==> src/ssl_consts.svh <==
`ifndef SSL_CONSTS_SVH
`define SSL_CONSTS_SVH

// ----------------------------------------
// register byte addresses
// ----------------------------------------
`define SSL_A_SUBSYS     12'h930
`define SSL_A_LATENCY_VALUES_STAGE     12'h934
`define SSL_A_GUID_HI    12'h938
`define SSL_A_GUID_LO    12'h93C
`define SSL_A_PAGE_WR    12'h940
`define SSL_A_STATUS     12'h944
`define SSL_A_LAT        12'h950
`define SSL_A_GEN0       12'h954
`define SSL_A_GEN1       12'h958
`define SSL_A_GEN2       12'h95C
`define SSL_A_PHYS       12'h960
`define SSL_A_CIS_EVEN   12'h980
`define SSL_A_CIS_ODD    12'h984

// ----------------------------------------
// fields and reset values
// ----------------------------------------
`define SSL_PW_TRIG_BIT  0
`define SSL_PW_PAGE_LSB  4
`define SSL_LAT_MSB      7
`define SSL_LAT_LSB      3
`define SSL_PHY_PROG_BIT 9
`define SSL_PHY_ENH_BIT  8
`define SSL_PHY_PROG_RST 1'b1
`define SSL_PHY_ENH_RST  1'b0
`define SSL_PHY_LOW_ONES 3'h7

// ----------------------------------------
// page codes
// ----------------------------------------
`define SSL_PG_IDS       3'h0
`define SSL_PG_GUID      3'h1
`define SSL_PG_LATGEN    3'h2
`define SSL_PG_GEN12     3'h3
`define SSL_PG_PHY       3'h4
`define SSL_PG_CIS       3'h5

// ----------------------------------------
// eeprom image layout
// ----------------------------------------
`define SSL_EE_CONST6    8'h08
`define SSL_EE_CONST23   8'h07
`define SSL_EE_MAXLAT    8'h04
`define SSL_EE_MINGNT    8'h05
`define SSL_EE_MAXREC    8'h07
`define SSL_EE_LAT       8'h13
`define SSL_EE_GEN0      8'h14
`define SSL_EE_GEN_END   8'h1F
`define SSL_EE_PHY       8'h22
`define SSL_EE_CIS0      8'h28
`define SSL_EE_CIS_END   8'hA7
`define SSL_EE_BASE_END  8'h23
`define SSL_PAGE_LAST    3'h7

// ----------------------------------------
// axi responses
// ----------------------------------------
`define SSL_RESP_OKAY    2'h0
`define SSL_RESP_SLVERR  2'h2

`endif

==> src/ssl_pkg.sv <==
package ssl_pkg;

  typedef enum logic [1:0] {
    SSL_IDLE = 2'h0,
    SSL_REQ  = 2'h1,
    SSL_WAIT = 2'h3
  } ssl_state_t;

  typedef struct packed {
    logic req;
    logic write;
    logic [7:0] addr;
    logic [7:0] wdata;
  } ssl_ee_req_t;

  typedef struct packed {
    logic [31:0] subsys_ids;
    logic [7:0] max_latency;
    logic [7:0] min_grant;
    logic [3:0] max_rec;
    logic [31:0] guid_hi;
    logic [31:0] guid_lo;
    logic [7:0] latency_timer;
    logic [2:0][31:0] general;
    logic phy_program_bit;
    logic phy_enhance_bit;
  } ssl_cfg_t;

endpackage
==> src/ssl_cis_mem.sv <==
`timescale 1ns/1ps
module ssl_cis_mem (
  input wire logic sys_clk,
  input wire logic [3:0] wr_be,
  input wire logic [4:0] wr_addr,
  input wire logic [31:0] wr_data,
  input wire logic [4:0] rd_addr,
  output logic [31:0] rd_data
);
  // one array per byte lane, so each has a single writer
  genvar lane;
  generate
    for (lane = 0; lane < 4; lane++) begin : g_lane
      logic [7:0] lane_mem [0:31];
      logic [7:0] lane_q;
      always_ff @(posedge sys_clk) begin
        if (wr_be[lane]) begin
          lane_mem[wr_addr] <= wr_data[lane*8 +: 8];
        end
        lane_q <= lane_mem[rd_addr];
      end
      assign rd_data[lane*8 +: 8] = lane_q;
    end
  endgenerate
endmodule

==> src/ssl_param_loader.sv <==
// Chosen here: register access over AXI4-Lite.
`timescale 1ns/1ps
`include "ssl_consts.svh"
module ssl_param_loader import ssl_pkg::*; (
  input wire logic sys_clk,
  input wire logic arst_n,
  input wire logic [11:0] s_axi_awaddr,
  input wire logic s_axi_awvalid,
  output logic s_axi_awready,
  input wire logic [31:0] s_axi_wdata,
  input wire logic [3:0] s_axi_wstrb,
  input wire logic s_axi_wvalid,
  output logic s_axi_wready,
  output logic [1:0] s_axi_bresp,
  output logic s_axi_bvalid,
  input wire logic s_axi_bready,
  input wire logic [11:0] s_axi_araddr,
  input wire logic s_axi_arvalid,
  output logic s_axi_arready,
  output logic [31:0] s_axi_rdata,
  output logic [1:0] s_axi_rresp,
  output logic s_axi_rvalid,
  input wire logic s_axi_rready,
  input wire logic loader_enable_strap,
  input wire logic card_mode_strap,
  input wire logic card_info_enable_strap,
  output ssl_ee_req_t ee_req,
  input wire logic ee_ack,
  input wire logic [7:0] ee_rdata,
  output ssl_cfg_t cfg,
  input wire logic [4:0] cis_rd_addr,
  output logic [31:0] cis_rd_data,
  output logic busy
);
  // ----------------------------------------
  // staging registers
  // ----------------------------------------
  logic [31:0] subsystem_ids_stage;
  logic [31:0] latency_values_stage;
  logic [31:0] unique_id_high_stage;
  logic [31:0] unique_id_low_stage;
  logic [4:0] latency_timer_stage;
  logic [2:0][31:0] general_stage;
  logic phy_program_enable_stage;
  logic phy_enhance_enable_stage;
  logic [31:0] card_info_stage_even;
  logic [31:0] card_info_stage_odd;
  logic [2:0] page_sel;
  logic [3:0] cis_pair;
  logic load_pending;
  logic load_done;
  logic card_mode;

  // ----------------------------------------
  // axi write side
  // ----------------------------------------
  logic [11:0] aw_addr;
  logic [31:0] w_data;
  logic [3:0] w_strb;
  wire wr_fire = !s_axi_awready && !s_axi_wready && !s_axi_bvalid;
  wire wr_ok = (aw_addr >= `SSL_A_SUBSYS && aw_addr <= `SSL_A_STATUS)
    || (aw_addr >= `SSL_A_LAT && aw_addr <= `SSL_A_PHYS)
    || aw_addr == `SSL_A_CIS_EVEN || aw_addr == `SSL_A_CIS_ODD;
  wire wr_ok_aligned = wr_ok && aw_addr[1:0] == 2'h0;

  function automatic logic [31:0] merge(input logic [31:0] old, input logic [31:0] nw,
                                        input logic [3:0] strb);
    logic [31:0] res;
    res = old;
    for (int i = 0; i < 4; i++) begin
      if (strb[i]) begin
        res[i*8 +: 8] = nw[i*8 +: 8];
      end
    end
    return res;
  endfunction

  always_ff @(posedge sys_clk or negedge arst_n) begin
    if (!arst_n) begin
      s_axi_awready <= 1'b1;
      s_axi_wready <= 1'b1;
      s_axi_bvalid <= 1'b0;
      s_axi_bresp <= `SSL_RESP_OKAY;
      aw_addr <= 12'h000;
      w_data <= 32'h0000_0000;
      w_strb <= 4'h0;
    end else begin
      if (s_axi_awvalid && s_axi_awready) begin
        s_axi_awready <= 1'b0;
        aw_addr <= s_axi_awaddr;
      end
      if (s_axi_wvalid && s_axi_wready) begin
        s_axi_wready <= 1'b0;
        w_data <= s_axi_wdata;
        w_strb <= s_axi_wstrb;
      end
      if (wr_fire) begin
        s_axi_bvalid <= 1'b1;
        s_axi_bresp <= wr_ok_aligned ? `SSL_RESP_OKAY : `SSL_RESP_SLVERR;
      end
      if (s_axi_bvalid && s_axi_bready) begin
        s_axi_bvalid <= 1'b0;
        s_axi_awready <= 1'b1;
        s_axi_wready <= 1'b1;
      end
    end
  end

  // ----------------------------------------
  // register writes
  // ----------------------------------------
  wire sel_w = wr_fire && wr_ok_aligned;
  wire trig_write = sel_w && aw_addr == `SSL_A_PAGE_WR && w_strb[0]
    && w_data[`SSL_PW_TRIG_BIT];
  wire [2:0] trig_page = w_data[`SSL_PW_PAGE_LSB +: 3];
  wire trig_go = trig_write && !busy && trig_page <= `SSL_PG_CIS;

  always_ff @(posedge sys_clk or negedge arst_n) begin
    if (!arst_n) begin
      subsystem_ids_stage <= 32'h0000_0000;
      latency_values_stage <= 32'h0000_0000;
      unique_id_high_stage <= 32'h0000_0000;
      unique_id_low_stage <= 32'h0000_0000;
      latency_timer_stage <= 5'h00;
      general_stage <= '0;
      phy_program_enable_stage <= `SSL_PHY_PROG_RST;
      phy_enhance_enable_stage <= `SSL_PHY_ENH_RST;
      card_info_stage_even <= 32'h0000_0000;
      card_info_stage_odd <= 32'h0000_0000;
    end else if (sel_w) begin
      case (aw_addr)
        `SSL_A_SUBSYS: subsystem_ids_stage <= merge(subsystem_ids_stage, w_data, w_strb);
        `SSL_A_LATENCY_VALUES_STAGE: latency_values_stage <= merge(latency_values_stage, w_data, w_strb);
        `SSL_A_GUID_HI: unique_id_high_stage <= merge(unique_id_high_stage, w_data, w_strb);
        `SSL_A_GUID_LO: unique_id_low_stage <= merge(unique_id_low_stage, w_data, w_strb);
        `SSL_A_LAT: begin
          if (w_strb[0]) begin
            latency_timer_stage <= w_data[`SSL_LAT_MSB:`SSL_LAT_LSB];
          end
        end
        `SSL_A_GEN0: general_stage[0] <= merge(general_stage[0], w_data, w_strb);
        `SSL_A_GEN1: general_stage[1] <= merge(general_stage[1], w_data, w_strb);
        `SSL_A_GEN2: general_stage[2] <= merge(general_stage[2], w_data, w_strb);
        `SSL_A_PHYS: begin
          if (w_strb[1]) begin
            phy_program_enable_stage <= w_data[`SSL_PHY_PROG_BIT];
            phy_enhance_enable_stage <= w_data[`SSL_PHY_ENH_BIT];
          end
        end
        `SSL_A_CIS_EVEN: card_info_stage_even <= merge(card_info_stage_even, w_data, w_strb);
        `SSL_A_CIS_ODD: card_info_stage_odd <= merge(card_info_stage_odd, w_data, w_strb);
        default: ;
      endcase
    end
  end

  // ----------------------------------------
  // axi read side
  // ----------------------------------------
  wire [31:0] status_word = {23'h0, cis_pair, 3'h0, load_done, busy};
  wire [31:0] rd_mux =
    (s_axi_araddr == `SSL_A_SUBSYS) ? subsystem_ids_stage :
    (s_axi_araddr == `SSL_A_LATENCY_VALUES_STAGE) ? latency_values_stage :
    (s_axi_araddr == `SSL_A_GUID_HI) ? unique_id_high_stage :
    (s_axi_araddr == `SSL_A_GUID_LO) ? unique_id_low_stage :
    (s_axi_araddr == `SSL_A_STATUS) ? status_word :
    (s_axi_araddr == `SSL_A_LAT) ? {24'h0, latency_timer_stage, 3'h0} :
    (s_axi_araddr == `SSL_A_GEN0) ? general_stage[0] :
    (s_axi_araddr == `SSL_A_GEN1) ? general_stage[1] :
    (s_axi_araddr == `SSL_A_GEN2) ? general_stage[2] :
    (s_axi_araddr == `SSL_A_PHYS) ? {22'h0, phy_program_enable_stage,
                                     phy_enhance_enable_stage, 5'h00, `SSL_PHY_LOW_ONES} :
    (s_axi_araddr == `SSL_A_CIS_EVEN) ? card_info_stage_even :
    (s_axi_araddr == `SSL_A_CIS_ODD) ? card_info_stage_odd : 32'h0000_0000;
  wire rd_ok = ((s_axi_araddr >= `SSL_A_SUBSYS && s_axi_araddr <= `SSL_A_STATUS)
    || (s_axi_araddr >= `SSL_A_LAT && s_axi_araddr <= `SSL_A_PHYS)
    || s_axi_araddr == `SSL_A_CIS_EVEN || s_axi_araddr == `SSL_A_CIS_ODD)
    && s_axi_araddr[1:0] == 2'h0;

  always_ff @(posedge sys_clk or negedge arst_n) begin
    if (!arst_n) begin
      s_axi_arready <= 1'b1;
      s_axi_rvalid <= 1'b0;
      s_axi_rdata <= 32'h0000_0000;
      s_axi_rresp <= `SSL_RESP_OKAY;
    end else if (s_axi_arvalid && s_axi_arready) begin
      s_axi_arready <= 1'b0;
      s_axi_rvalid <= 1'b1;
      s_axi_rdata <= rd_mux;
      s_axi_rresp <= rd_ok ? `SSL_RESP_OKAY : `SSL_RESP_SLVERR;
    end else if (s_axi_rvalid && s_axi_rready) begin
      s_axi_rvalid <= 1'b0;
      s_axi_arready <= 1'b1;
    end
  end

  // ----------------------------------------
  // page image for eeprom writes
  // ----------------------------------------
  // msb-first image bytes
  wire [63:0] page_data =
    (page_sel == `SSL_PG_IDS) ? {subsystem_ids_stage, latency_values_stage[31:16],
                                 `SSL_EE_CONST6, 4'h0, latency_values_stage[3:0]} :
    (page_sel == `SSL_PG_GUID) ? {unique_id_high_stage, unique_id_low_stage} :
    (page_sel == `SSL_PG_LATGEN) ? {24'h0, latency_timer_stage, 3'h0, general_stage[0]} :
    (page_sel == `SSL_PG_GEN12) ? {general_stage[1], general_stage[2]} :
    (page_sel == `SSL_PG_PHY) ? {16'h0, 6'h00, phy_program_enable_stage,
                                 phy_enhance_enable_stage, `SSL_EE_CONST23, 32'h0} :
    {card_info_stage_even, card_info_stage_odd};
  // card pair address steps by eight
  wire [7:0] page_base = (page_sel == `SSL_PG_CIS) ? `SSL_EE_CIS0 + {1'b0, cis_pair, 3'h0}
                                                   : {2'h0, page_sel, 3'h0};

  // ----------------------------------------
  // transfer sequencer
  // ----------------------------------------
  ssl_state_t state;
  logic op_load;
  logic [7:0] cur_addr;
  logic [7:0] last_addr;
  logic [2:0] byte_idx;
  wire last_byte = op_load ? (cur_addr == last_addr) : (byte_idx == `SSL_PAGE_LAST);
  wire byte_done = state == SSL_WAIT && ee_ack;
  wire load_go = load_pending && loader_enable_strap;
  // card words only in card mode or with enable low
  wire load_cis = card_mode_strap || !card_info_enable_strap;

  always_ff @(posedge sys_clk or negedge arst_n) begin
    if (!arst_n) begin
      state <= SSL_IDLE;
      op_load <= 1'b0;
      cur_addr <= 8'h00;
      last_addr <= 8'h00;
      byte_idx <= 3'h0;
      page_sel <= `SSL_PG_IDS;
      cis_pair <= 4'h0;
      load_pending <= 1'b1;
      load_done <= 1'b0;
      card_mode <= 1'b0;
      busy <= 1'b1;
      ee_req <= '0;
    end else begin
      // straps caught once, right after reset
      load_pending <= 1'b0;
      if (load_pending) begin
        card_mode <= card_mode_strap;
      end
      case (state)
        SSL_IDLE: begin
          busy <= load_go || trig_go;
          if (load_go) begin
            op_load <= 1'b1;
            cur_addr <= 8'h00;
            last_addr <= load_cis ? `SSL_EE_CIS_END : `SSL_EE_BASE_END;
            state <= SSL_REQ;
          end else if (trig_go) begin
            op_load <= 1'b0;
            page_sel <= trig_page;
            byte_idx <= 3'h0;
            state <= SSL_REQ;
          end
        end
        SSL_REQ: begin
          ee_req.req <= 1'b1;
          ee_req.write <= !op_load;
          ee_req.addr <= op_load ? cur_addr : page_base + {5'h00, byte_idx};
          ee_req.wdata <= op_load ? 8'h00 : page_data[{~byte_idx, 3'h0} +: 8];
          state <= SSL_WAIT;
        end
        SSL_WAIT: begin
          if (ee_ack) begin
            ee_req.req <= 1'b0;
            cur_addr <= cur_addr + 8'h01;
            byte_idx <= byte_idx + 3'h1;
            if (last_byte) begin
              state <= SSL_IDLE;
              busy <= 1'b0;
              load_done <= load_done || op_load;
              if (!op_load && page_sel == `SSL_PG_CIS) begin
                cis_pair <= cis_pair + 4'h1;
              end
            end else begin
              state <= SSL_REQ;
            end
          end
        end
        default: begin
          state <= SSL_IDLE;
          busy <= 1'b0;
        end
      endcase
    end
  end

  // ----------------------------------------
  // placing loaded bytes
  // ----------------------------------------
  wire ld_stb = byte_done && op_load;
  wire [4:0] ld_shift = {2'h3 - cur_addr[1:0], 3'h0};
  wire [7:0] gen_off = cur_addr - `SSL_EE_GEN0;
  wire [7:0] cis_off = cur_addr - `SSL_EE_CIS0;
  wire in_ids = cur_addr < `SSL_EE_MAXLAT;
  wire in_guid_hi = cur_addr[7:2] == 6'h02;
  wire in_guid_lo = cur_addr[7:2] == 6'h03;
  wire in_gen = cur_addr >= `SSL_EE_GEN0 && cur_addr <= `SSL_EE_GEN_END;
  wire in_cis = cur_addr >= `SSL_EE_CIS0 && cur_addr <= `SSL_EE_CIS_END;
  wire [3:0] cis_be = (ld_stb && in_cis) ? 4'h1 << (2'h3 - cur_addr[1:0]) : 4'h0;

  always_ff @(posedge sys_clk or negedge arst_n) begin
    if (!arst_n) begin
      cfg <= '0;
      cfg.phy_program_bit <= `SSL_PHY_PROG_RST;
    end else if (ld_stb) begin
      if (in_ids) begin
        cfg.subsys_ids[ld_shift +: 8] <= ee_rdata;
      end
      if (in_guid_hi) begin
        cfg.guid_hi[ld_shift +: 8] <= ee_rdata;
      end
      if (in_guid_lo) begin
        cfg.guid_lo[ld_shift +: 8] <= ee_rdata;
      end
      if (in_gen) begin
        cfg.general[gen_off[3:2]][ld_shift +: 8] <= ee_rdata;
      end
      case (cur_addr)
        `SSL_EE_MAXLAT: cfg.max_latency <= ee_rdata;
        `SSL_EE_MINGNT: cfg.min_grant <= ee_rdata;
        `SSL_EE_MAXREC: cfg.max_rec <= ee_rdata[3:0];
        `SSL_EE_LAT: begin
          if (card_mode) begin
            cfg.latency_timer <= {ee_rdata[`SSL_LAT_MSB:`SSL_LAT_LSB], 3'h0};
          end
        end
        `SSL_EE_PHY: begin
          cfg.phy_program_bit <= ee_rdata[1];
          cfg.phy_enhance_bit <= ee_rdata[0];
        end
        default: ;
      endcase
    end
  end

  // card words land in the ssl_cis_mem card word memory, read via cis_rd_addr
  ssl_cis_mem u_cis_mem (
    .sys_clk(sys_clk),
    .wr_be(cis_be),
    .wr_addr(cis_off[6:2]),
    .wr_data({4{ee_rdata}}),
    .rd_addr(cis_rd_addr),
    .rd_data(cis_rd_data)
  );
endmodule

==> config.mk <==
export PLATFORM = sky130hd
export DESIGN_NAME = ssl_param_loader
export DESIGN_NICKNAME = d
export VERILOG_FILES = /design/src/ssl_pkg.sv /design/src/ssl_cis_mem.sv /design/src/ssl_param_loader.sv
export VERILOG_INCLUDE_DIRS = /design/src
export SDC_FILE = /design/constraint.sdc
export NUM_CORES = 2
export LEC_CHECK = 0
export BUFFER_PORTS_ARGS = -buffer_cell sky130_fd_sc_hd__clkbuf_2
export CAP_MARGIN = 20
export CORE_MARGIN = 2
export CORE_UTILIZATION = 30
export CTS_BUF_LIST = sky130_fd_sc_hd__clkbuf_2
export DETAILED_ROUTE_END_ITERATION = 16
export PLACE_DENSITY = 0.49
export SETUP_SLACK_MARGIN = 0.1
export SYNTH_ARGS = -nofsm -noshare
export SYNTH_HDL_FRONTEND = slang
export SYNTH_HIERARCHICAL = 1
export SYNTH_SLANG_ARGS = --single-unit
==> constraint.sdc <==
create_clock -name sys_clk -period 3.3 [get_ports sys_clk]
set_clock_uncertainty 0.1 [all_clocks]
set_input_delay 0.66 -clock sys_clk [delete_from_list [all_inputs] [get_ports sys_clk]]
set_output_delay 0.66 -clock sys_clk [all_outputs]
set_load 0.01 [all_outputs]
## Word-level counts from Yosys, hierarchy flattened

Memory sizes are Yosys's and may differ from the RTL's. A register that Yosys moved wholly into a read port is not among the register bits.
Index checks and enable logic that the tools add are counted.

| storage, ports and cells | value |
|---|---|
| memories kept | 4 |
| RAM bits | 1024 |
| word-level logic and storage cells | 337 |
| input port bits | 84 |
| register bits after elaboration | 654 |
| output and inout port bits | 314 |

Memories:

| name | words | width | read ports | clocked after Yosys merged registers in | write ports | line | source |
|---|---|---|---|---|---|---|---|
| u_cis_mem.g_lane[0].lane_mem | 32 | 8 | 1 | 1 | 1 | ssl_cis_mem.sv:14 | `logic [7:0] lane_mem [0:31];` |
| u_cis_mem.g_lane[1].lane_mem | 32 | 8 | 1 | 1 | 1 | ssl_cis_mem.sv:14 |  |
| u_cis_mem.g_lane[2].lane_mem | 32 | 8 | 1 | 1 | 1 | ssl_cis_mem.sv:14 |  |
| u_cis_mem.g_lane[3].lane_mem | 32 | 8 | 1 | 1 | 1 | ssl_cis_mem.sv:14 |  |

| operators by class | value |
|---|---|
| mux-type cells | 68 |
| bitwise gates (word level) | 3 |
| equal/unequal tests | 46 |
| shift operators | 4 |
| reductions and logical operators | 110 |
| magnitude comparators | 16 |
| add/sub/neg operators | 9 |

Operator list:

| kind | count |
|---|---|
| 32-bit 2-to-1 mux | 13 |
| 64-bit 2-to-1 mux | 5 |
| 12-bit equality test, second input constant | 24 |
| 3-bit AND reduction | 43 |
| 32-bit bitwise mux | 3 |
| 96-bit bitwise mux | 1 |
| 32-bit demux with 2-bit select | 1 |
| 64-bit by 7-bit variable part select with 8-bit output | 1 |
| 12-bit >= comparator, second input constant | 4 |
| 12-bit less-or-equal comparator, second input constant | 4 |
| 8-bit 2-to-1 mux | 6 |
| 8-bit by 7-bit variable shift with 32-bit output, first input constant | 1 |
| 8-bit by 7-bit variable part select with 32-bit output | 1 |
| 1-bit logical AND | 27 |
| 1-bit 2-to-1 mux | 25 |
| 8-bit by 3-bit equality test with 1-bit output, second input constant | 3 |
| 2-bit AND reduction | 12 |
| 8-bit case mux with 2 select lines | 1 |
| 2-bit nonzero test | 7 |
| 6-bit by 2-bit equality test with 1-bit output, second input constant | 2 |
| 2-bit 2-to-1 mux | 5 |
| 2-bit inequality test, second input constant | 5 |
| 3-bit equality test, second input constant | 3 |
| 1-bit logical OR | 9 |
| other kinds (38) | 50 |

## Depth between registers and ports, before layout

| logic depth | value |
|---|---|
| depth after elaboration | 15 |
| depth in mapped cells | 10 |
| mapped depth without buffers | 7 |

## Hierarchy

Netlist, hierarchy kept.

Modules (own cells, without submodules):

| module | cells an instance | area an instance (sq um) | instances | seq. area each (sq um) |
|---|---|---|---|---|
| ssl_cis_mem | 2402 | 41334.6 | 1 | 31390.1 |
| ssl_param_loader | 2852 | 31236.2 | 1 | 16174.3 |

## Worst setup path before layout

OpenSTA, ideal clock, no wires.

| timing | value |
|---|---|
| path type | in2reg |
| from | in s_axi_araddr[1] |
| to | reg s_axi_rdata[20] |
| stages | 8 |
| data required time | 3.114 ns |
| path slack | 0.455 ns |
| path buffers | 3 |
| data arrival time | 2.659 ns |
| cell sequence | clkbuf_1 -> or4b_1 -> clkbuf_1 -> nor3_1 -> buf_2 -> a21oi_1 -> and3_1 -> nor3_1 |

| between the ends | value |
|---|---|
| longest elaborated chain between the ends | 13 |

Ends and longest elaborated chain:

| item | line | source |
|---|---|---|
| start: declaration | ssl_param_loader.sv:17 | `input wire logic [11:0] s_axi_araddr,` |
| 12-bit equality test (no source line) | - |  |
| 32-bit 2-to-1 mux | ssl_param_loader.sv:174 | `` (s_axi_araddr == `SSL_A_CIS_ODD) ? card_info_stage_odd : 32'h0000_0000; `` |
| 32-bit 2-to-1 mux | ssl_param_loader.sv:173 | `` (s_axi_araddr == `SSL_A_CIS_EVEN) ? card_info_stage_even : `` |
| 32-bit 2-to-1 mux | ssl_param_loader.sv:171 | `` (s_axi_araddr == `SSL_A_PHYS) ? {22'h0, phy_program_enable_stage, `` |
| 32-bit 2-to-1 mux | ssl_param_loader.sv:170 | `` (s_axi_araddr == `SSL_A_GEN2) ? general_stage[2] : `` |
| 32-bit 2-to-1 mux | ssl_param_loader.sv:169 | `` (s_axi_araddr == `SSL_A_GEN1) ? general_stage[1] : `` |
| 32-bit 2-to-1 mux | ssl_param_loader.sv:168 | `` (s_axi_araddr == `SSL_A_GEN0) ? general_stage[0] : `` |
| 32-bit 2-to-1 mux | ssl_param_loader.sv:167 | `` (s_axi_araddr == `SSL_A_LAT) ? {24'h0, latency_timer_stage, 3'h0} : `` |
| 32-bit 2-to-1 mux | ssl_param_loader.sv:166 | `` (s_axi_araddr == `SSL_A_STATUS) ? status_word : `` |
| 32-bit 2-to-1 mux | ssl_param_loader.sv:165 | `` (s_axi_araddr == `SSL_A_GUID_LO) ? unique_id_low_stage : `` |
| 32-bit 2-to-1 mux | ssl_param_loader.sv:164 | `` (s_axi_araddr == `SSL_A_GUID_HI) ? unique_id_high_stage : `` |
| 32-bit 2-to-1 mux | ssl_param_loader.sv:163 | `` (s_axi_araddr == `SSL_A_LATENCY_VALUES_STAGE) ? latency_values_stage : `` |
| 32-bit 2-to-1 mux * | ssl_param_loader.sv:162 | `` (s_axi_araddr == `SSL_A_SUBSYS) ? subsystem_ids_stage : `` |
| end signal: assignment | ssl_param_loader.sv:189 | `s_axi_rdata <= rd_mux;` |
| end: declaration | ssl_param_loader.sv:20 | `output logic [31:0] s_axi_rdata,` |

Every way passes the cells marked *; elsewhere a longest branch is shown, timed or not.
A chain may end at the register's enable or synchronous reset.

## Worst setup path after layout

| timing | value |
|---|---|
| from | reg busy |
| to | out busy |

RTL lines:

| item | line | source |
|---|---|---|
| start: declaration | ssl_param_loader.sv:33 | `output logic busy` |
| start signal: assignment | ssl_param_loader.sv:250 | `busy <= load_go \|\| trig_go;` |

No word-level cell between the ends.

==> impl_metrics.env <==
export IMPL_htreeDepth=5
export IMPL_wire_per_inst_microns=25.3
export IMPL_die_area_sq_um=246000
export IMPL_die_w_microns=496
export IMPL_clk_path_buf_depth=4
export IMPL_netlist_area_sq_um=72600
export IMPL_required_ns=2.54
export IMPL_stdcell_area_sq_um=90600
export IMPL_cap_violations=0
export IMPL_rsz0062_at_grt="yes"
export IMPL_fin_crit_sh_pct=102
export IMPL_synth_area_per_cell_sq_um=13.8
export IMPL_async_flop_share_pct=38.0
export IMPL_timing_rr_start="aw_addr[10]"
export IMPL_end_kind="primary output"
export IMPL_initial_utilization_pct=30.2
export IMPL_dp_cells=8895
export IMPL_whs_ns=0.187
export IMPL_cts_root_buffer="clkbuf_2"
export IMPL_layout_drive_gt1_share_pct=28.3
export IMPL_first_pass_iters=5
export IMPL_multiInputGateArea_sq_um=23400
export IMPL_cp_top_family="flip-flops"
export IMPL_place_gp_congestion=0.944
export IMPL_routed_wl_microns=256000
export IMPL_timing_final_ws_setup_ns=-0.0538
export IMPL_final_net_count=6658
export IMPL_yosys_most_used_dff="edfxtp_1"
export IMPL_synth_cell_types=98
export IMPL_setup_tns_ns=-0.198
export IMPL_worst_path_buf_inv=1
export IMPL_crit_start="busy"
export IMPL_postPlaceCellArea_sq_um=81400
export IMPL_fp_row_count=180
export IMPL_drc_errors=0
export IMPL_dp_hpwl_microns=171000
export IMPL_avgViaCountPerCell=5.06
export IMPL_powerDensity_nw_per_um2=535
export IMPL_yosysWarnings=6
export IMPL_final_core_util_pct=37.7
export IMPL_hold_path_class="in -> reg"
export IMPL_crit_path_cell_trace="buf_8"
export IMPL_fp_dieH_microns=496
export IMPL_vias=51300
export IMPL_clkSlewWorstSetupHoldPaths_ns=0.10
export IMPL_failed_checks="negative setup slack"
export IMPL_drtIter0Drc=4167
export IMPL_antenna_found_initial=15
export IMPL_p_leak_nw=37.6
export IMPL_grt_usage_pct=20.4
export IMPL_syn_to_final_growth_pct=24.8
export IMPL_grt_overflow=0
export IMPL_worst_slew_pin_slew_ns=1.20
export IMPL_grt_pass1_vias=52100
export IMPL_critical_path_class="reg -> out"
export IMPL_min_period_ns=3.35
export IMPL_ys_seq_elements=1702
export IMPL_hold_start="s_axi_araddr[9]"
export IMPL_grt_max_degree=89
export IMPL_startpoint_type="flop"
export IMPL_cts_tree="done"
export IMPL_grt_pass1_wl_microns=368000
export IMPL_status="finished, violations left"
export IMPL_stdcell_count=10100
export IMPL_ios=398
export IMPL_hold_viol_final=0
export IMPL_setup_violations=6
export IMPL_coreArea_sq_um=241000
export IMPL_clk_latency_ns=1.85
export IMPL_numCtsBuffers=467
export IMPL_clock_sink_count=1702
export IMPL_clock_fmax_mhz=298
export IMPL_syn_inst=5254
export IMPL_cp_slowest_stage_delay_ns=0.61
export IMPL_vdd_drop_max_v=0.000433
export IMPL_io_buffers=392
export IMPL_critPathArrivalTime_ns=2.59
export IMPL_ant_nets=0
export IMPL_register_area_sq_um=47600
export IMPL_cp_slowest_cell="dfstp_2"
export IMPL_synth_edf_count=1024
export IMPL_path_max_fanout=2
export IMPL_ys_seq_area_share_pct=65.5
export IMPL_finalMaxSlewViolations=0
export IMPL_maxSlewHeadroom_pct=20.2
export IMPL_layout_commonest_cell="edfxtp_1"
export IMPL_layout_common_cells="edfxtp_1, clkbuf_2, dfrtp_1"
export IMPL_fill_cells=23500
==> cells by family (layout without fill, tap and decap cells) <==
kind of cell | Yosys count | in the layout | synth area share [%]
multiplexers | 985 | 985 | 14.8
flip-flops | 1702 | 1702 | 65.5
other | 1 | 21 | 0.00517
buffers and inverters | 396 | 2067 | 2.52
XOR/XNOR | 14 | 14 | 0.169
AO/OA/AOI/OAI | 1024 | 1024 | 9.09
adder cells (fa/ha/maj) | 9 | 9 | 0.155
AND/OR/NAND/NOR | 1123 | 1123 | 7.70
==> path summary, 6_finish.rpt <==
path / depth (start not counted) / to / slack [ns]
max: 1 / busy / -0.05
min: 8 / s_axi_rdata[9] / 0.19
max reg2reg: 5 / page_sel[2] / 0.08
min reg2reg: 2 / cfg[4] / 0.38
max in group asynchronous: 6 / s_axi_rdata[6] / 1.53
min in group asynchronous: 5 / latency_values_stage[30] / 0.39
==> flip-flops by register name, summed over array words and instances, names as in the netlist, 4 cells and up <==
signal,cells
w_strb,4
s_axi_rdata,32
general_stage,96
subsystem_ids_stage,32
cfg,219
cur_addr,8
latency_values_stage,32
unique_id_high_stage,32
w_data,32
cis_pair,4
u_cis_mem/g_lane.lane_q,32
unique_id_low_stage,32
card_info_stage_even,32
aw_addr,12
card_info_stage_odd,32
u_cis_mem/g_lane.lane_mem,1024
ee_req,18
latency_timer_stage,5
==> layer usage <==
| layer | vias up | global-route usage (%) | wire [microns] |
|---|---|---|---|
| li1 | 22700 | - | - |
| met4 | 4 | 6.87 | 8150 |
| met1 | 26000 | 28.1 | 113000 |
| met2 | 2131 | 30.8 | 114000 |
| met3 | 453 | 5.70 | 21400 |
| met5 | - | 0 | 33 |
==> where the power goes <==
group	switching, W	internal [W]	total [W]
sequential	0.00167	0.0235	0.0251
clock	0.00911	0.00632	0.0154
combinational	0.00448	0.00345	0.00792
total	0.0153	0.0332	0.0485
==> cell usage after synthesis, types with 10 or more instances <==
| master | count | area, sq um |
|---|---|---|
| o211ai_1 | 24 | 180 |
| mux4_2 | 17 | 383 |
| nand4_1 | 12 | 75.1 |
| buf_2 | 33 | 165 |
| dfrtp_1 | 639 | 16000 |
| a22o_1 | 70 | 613 |
| nor3_1 | 61 | 305 |
| mux2_4 | 45 | 676 |
| nand2_2 | 21 | 131 |
| o41ai_1 | 10 | 87.6 |
| a21oi_1 | 217 | 1090 |
| dfxtp_1 | 32 | 641 |
| a211oi_1 | 19 | 143 |
| a221oi_1 | 22 | 193 |
| buf_6 | 15 | 169 |
| mux2_2 | 115 | 1290 |
| mux2_1 | 251 | 2830 |
| nand2_1 | 444 | 1670 |
| inv_1 | 43 | 161 |
| buf_1 | 42 | 158 |
| nor2b_1 | 50 | 313 |
| nor2_1 | 148 | 556 |
| nand2b_1 | 19 | 119 |
| o21ai_0 | 278 | 1390 |
| clkbuf_1 | 217 | 815 |
| and2_1 | 145 | 907 |
| or3_1 | 23 | 144 |
| o22ai_1 | 61 | 382 |
| o221ai_1 | 15 | 131 |
| a22oi_1 | 137 | 1030 |
| buf_4 | 40 | 300 |
| a31oi_1 | 48 | 300 |
| edfxtp_1 | 1024 | 30700 |
| nand3_1 | 122 | 611 |
| mux2i_1 | 557 | 5580 |
| a21boi_0 | 12 | 90.1 |
==> what timing repair did <==
item,CTS,global route
hold buffers,280,3
pin swaps,1,1
hold endpoints to repair,2692,5
resized for setup,44,434
endpoints found under the setup margin,392,395
buffers inserted,51,54
==> final cells by class <==
class | instances | share of cell area (%)
Clock inverter | 143 | 0.912
Tap cell | 3185 | 4.40
Multi-Input combinational cell | 3161 | 25.8
Antenna cell | 15 | 0.0414
Sequential cell | 1702 | 52.6
Timing Repair Buffer | 1188 | 12.3
Clock buffer | 691 | 3.82
Inverter | 45 | 0.186
==> through the flow <==
stage	setup slack, ns	total power [W]
after floorplan	0.455	0.0281
after global placement	-0.107	0.0320
after detailed placement	-0.0838	0.0320
after CTS	-0.479	0.0486
after global routing	-0.377	0.0510
final	-0.0538	0.0485
No activity file was read; power rests on OpenSTA's default activity.
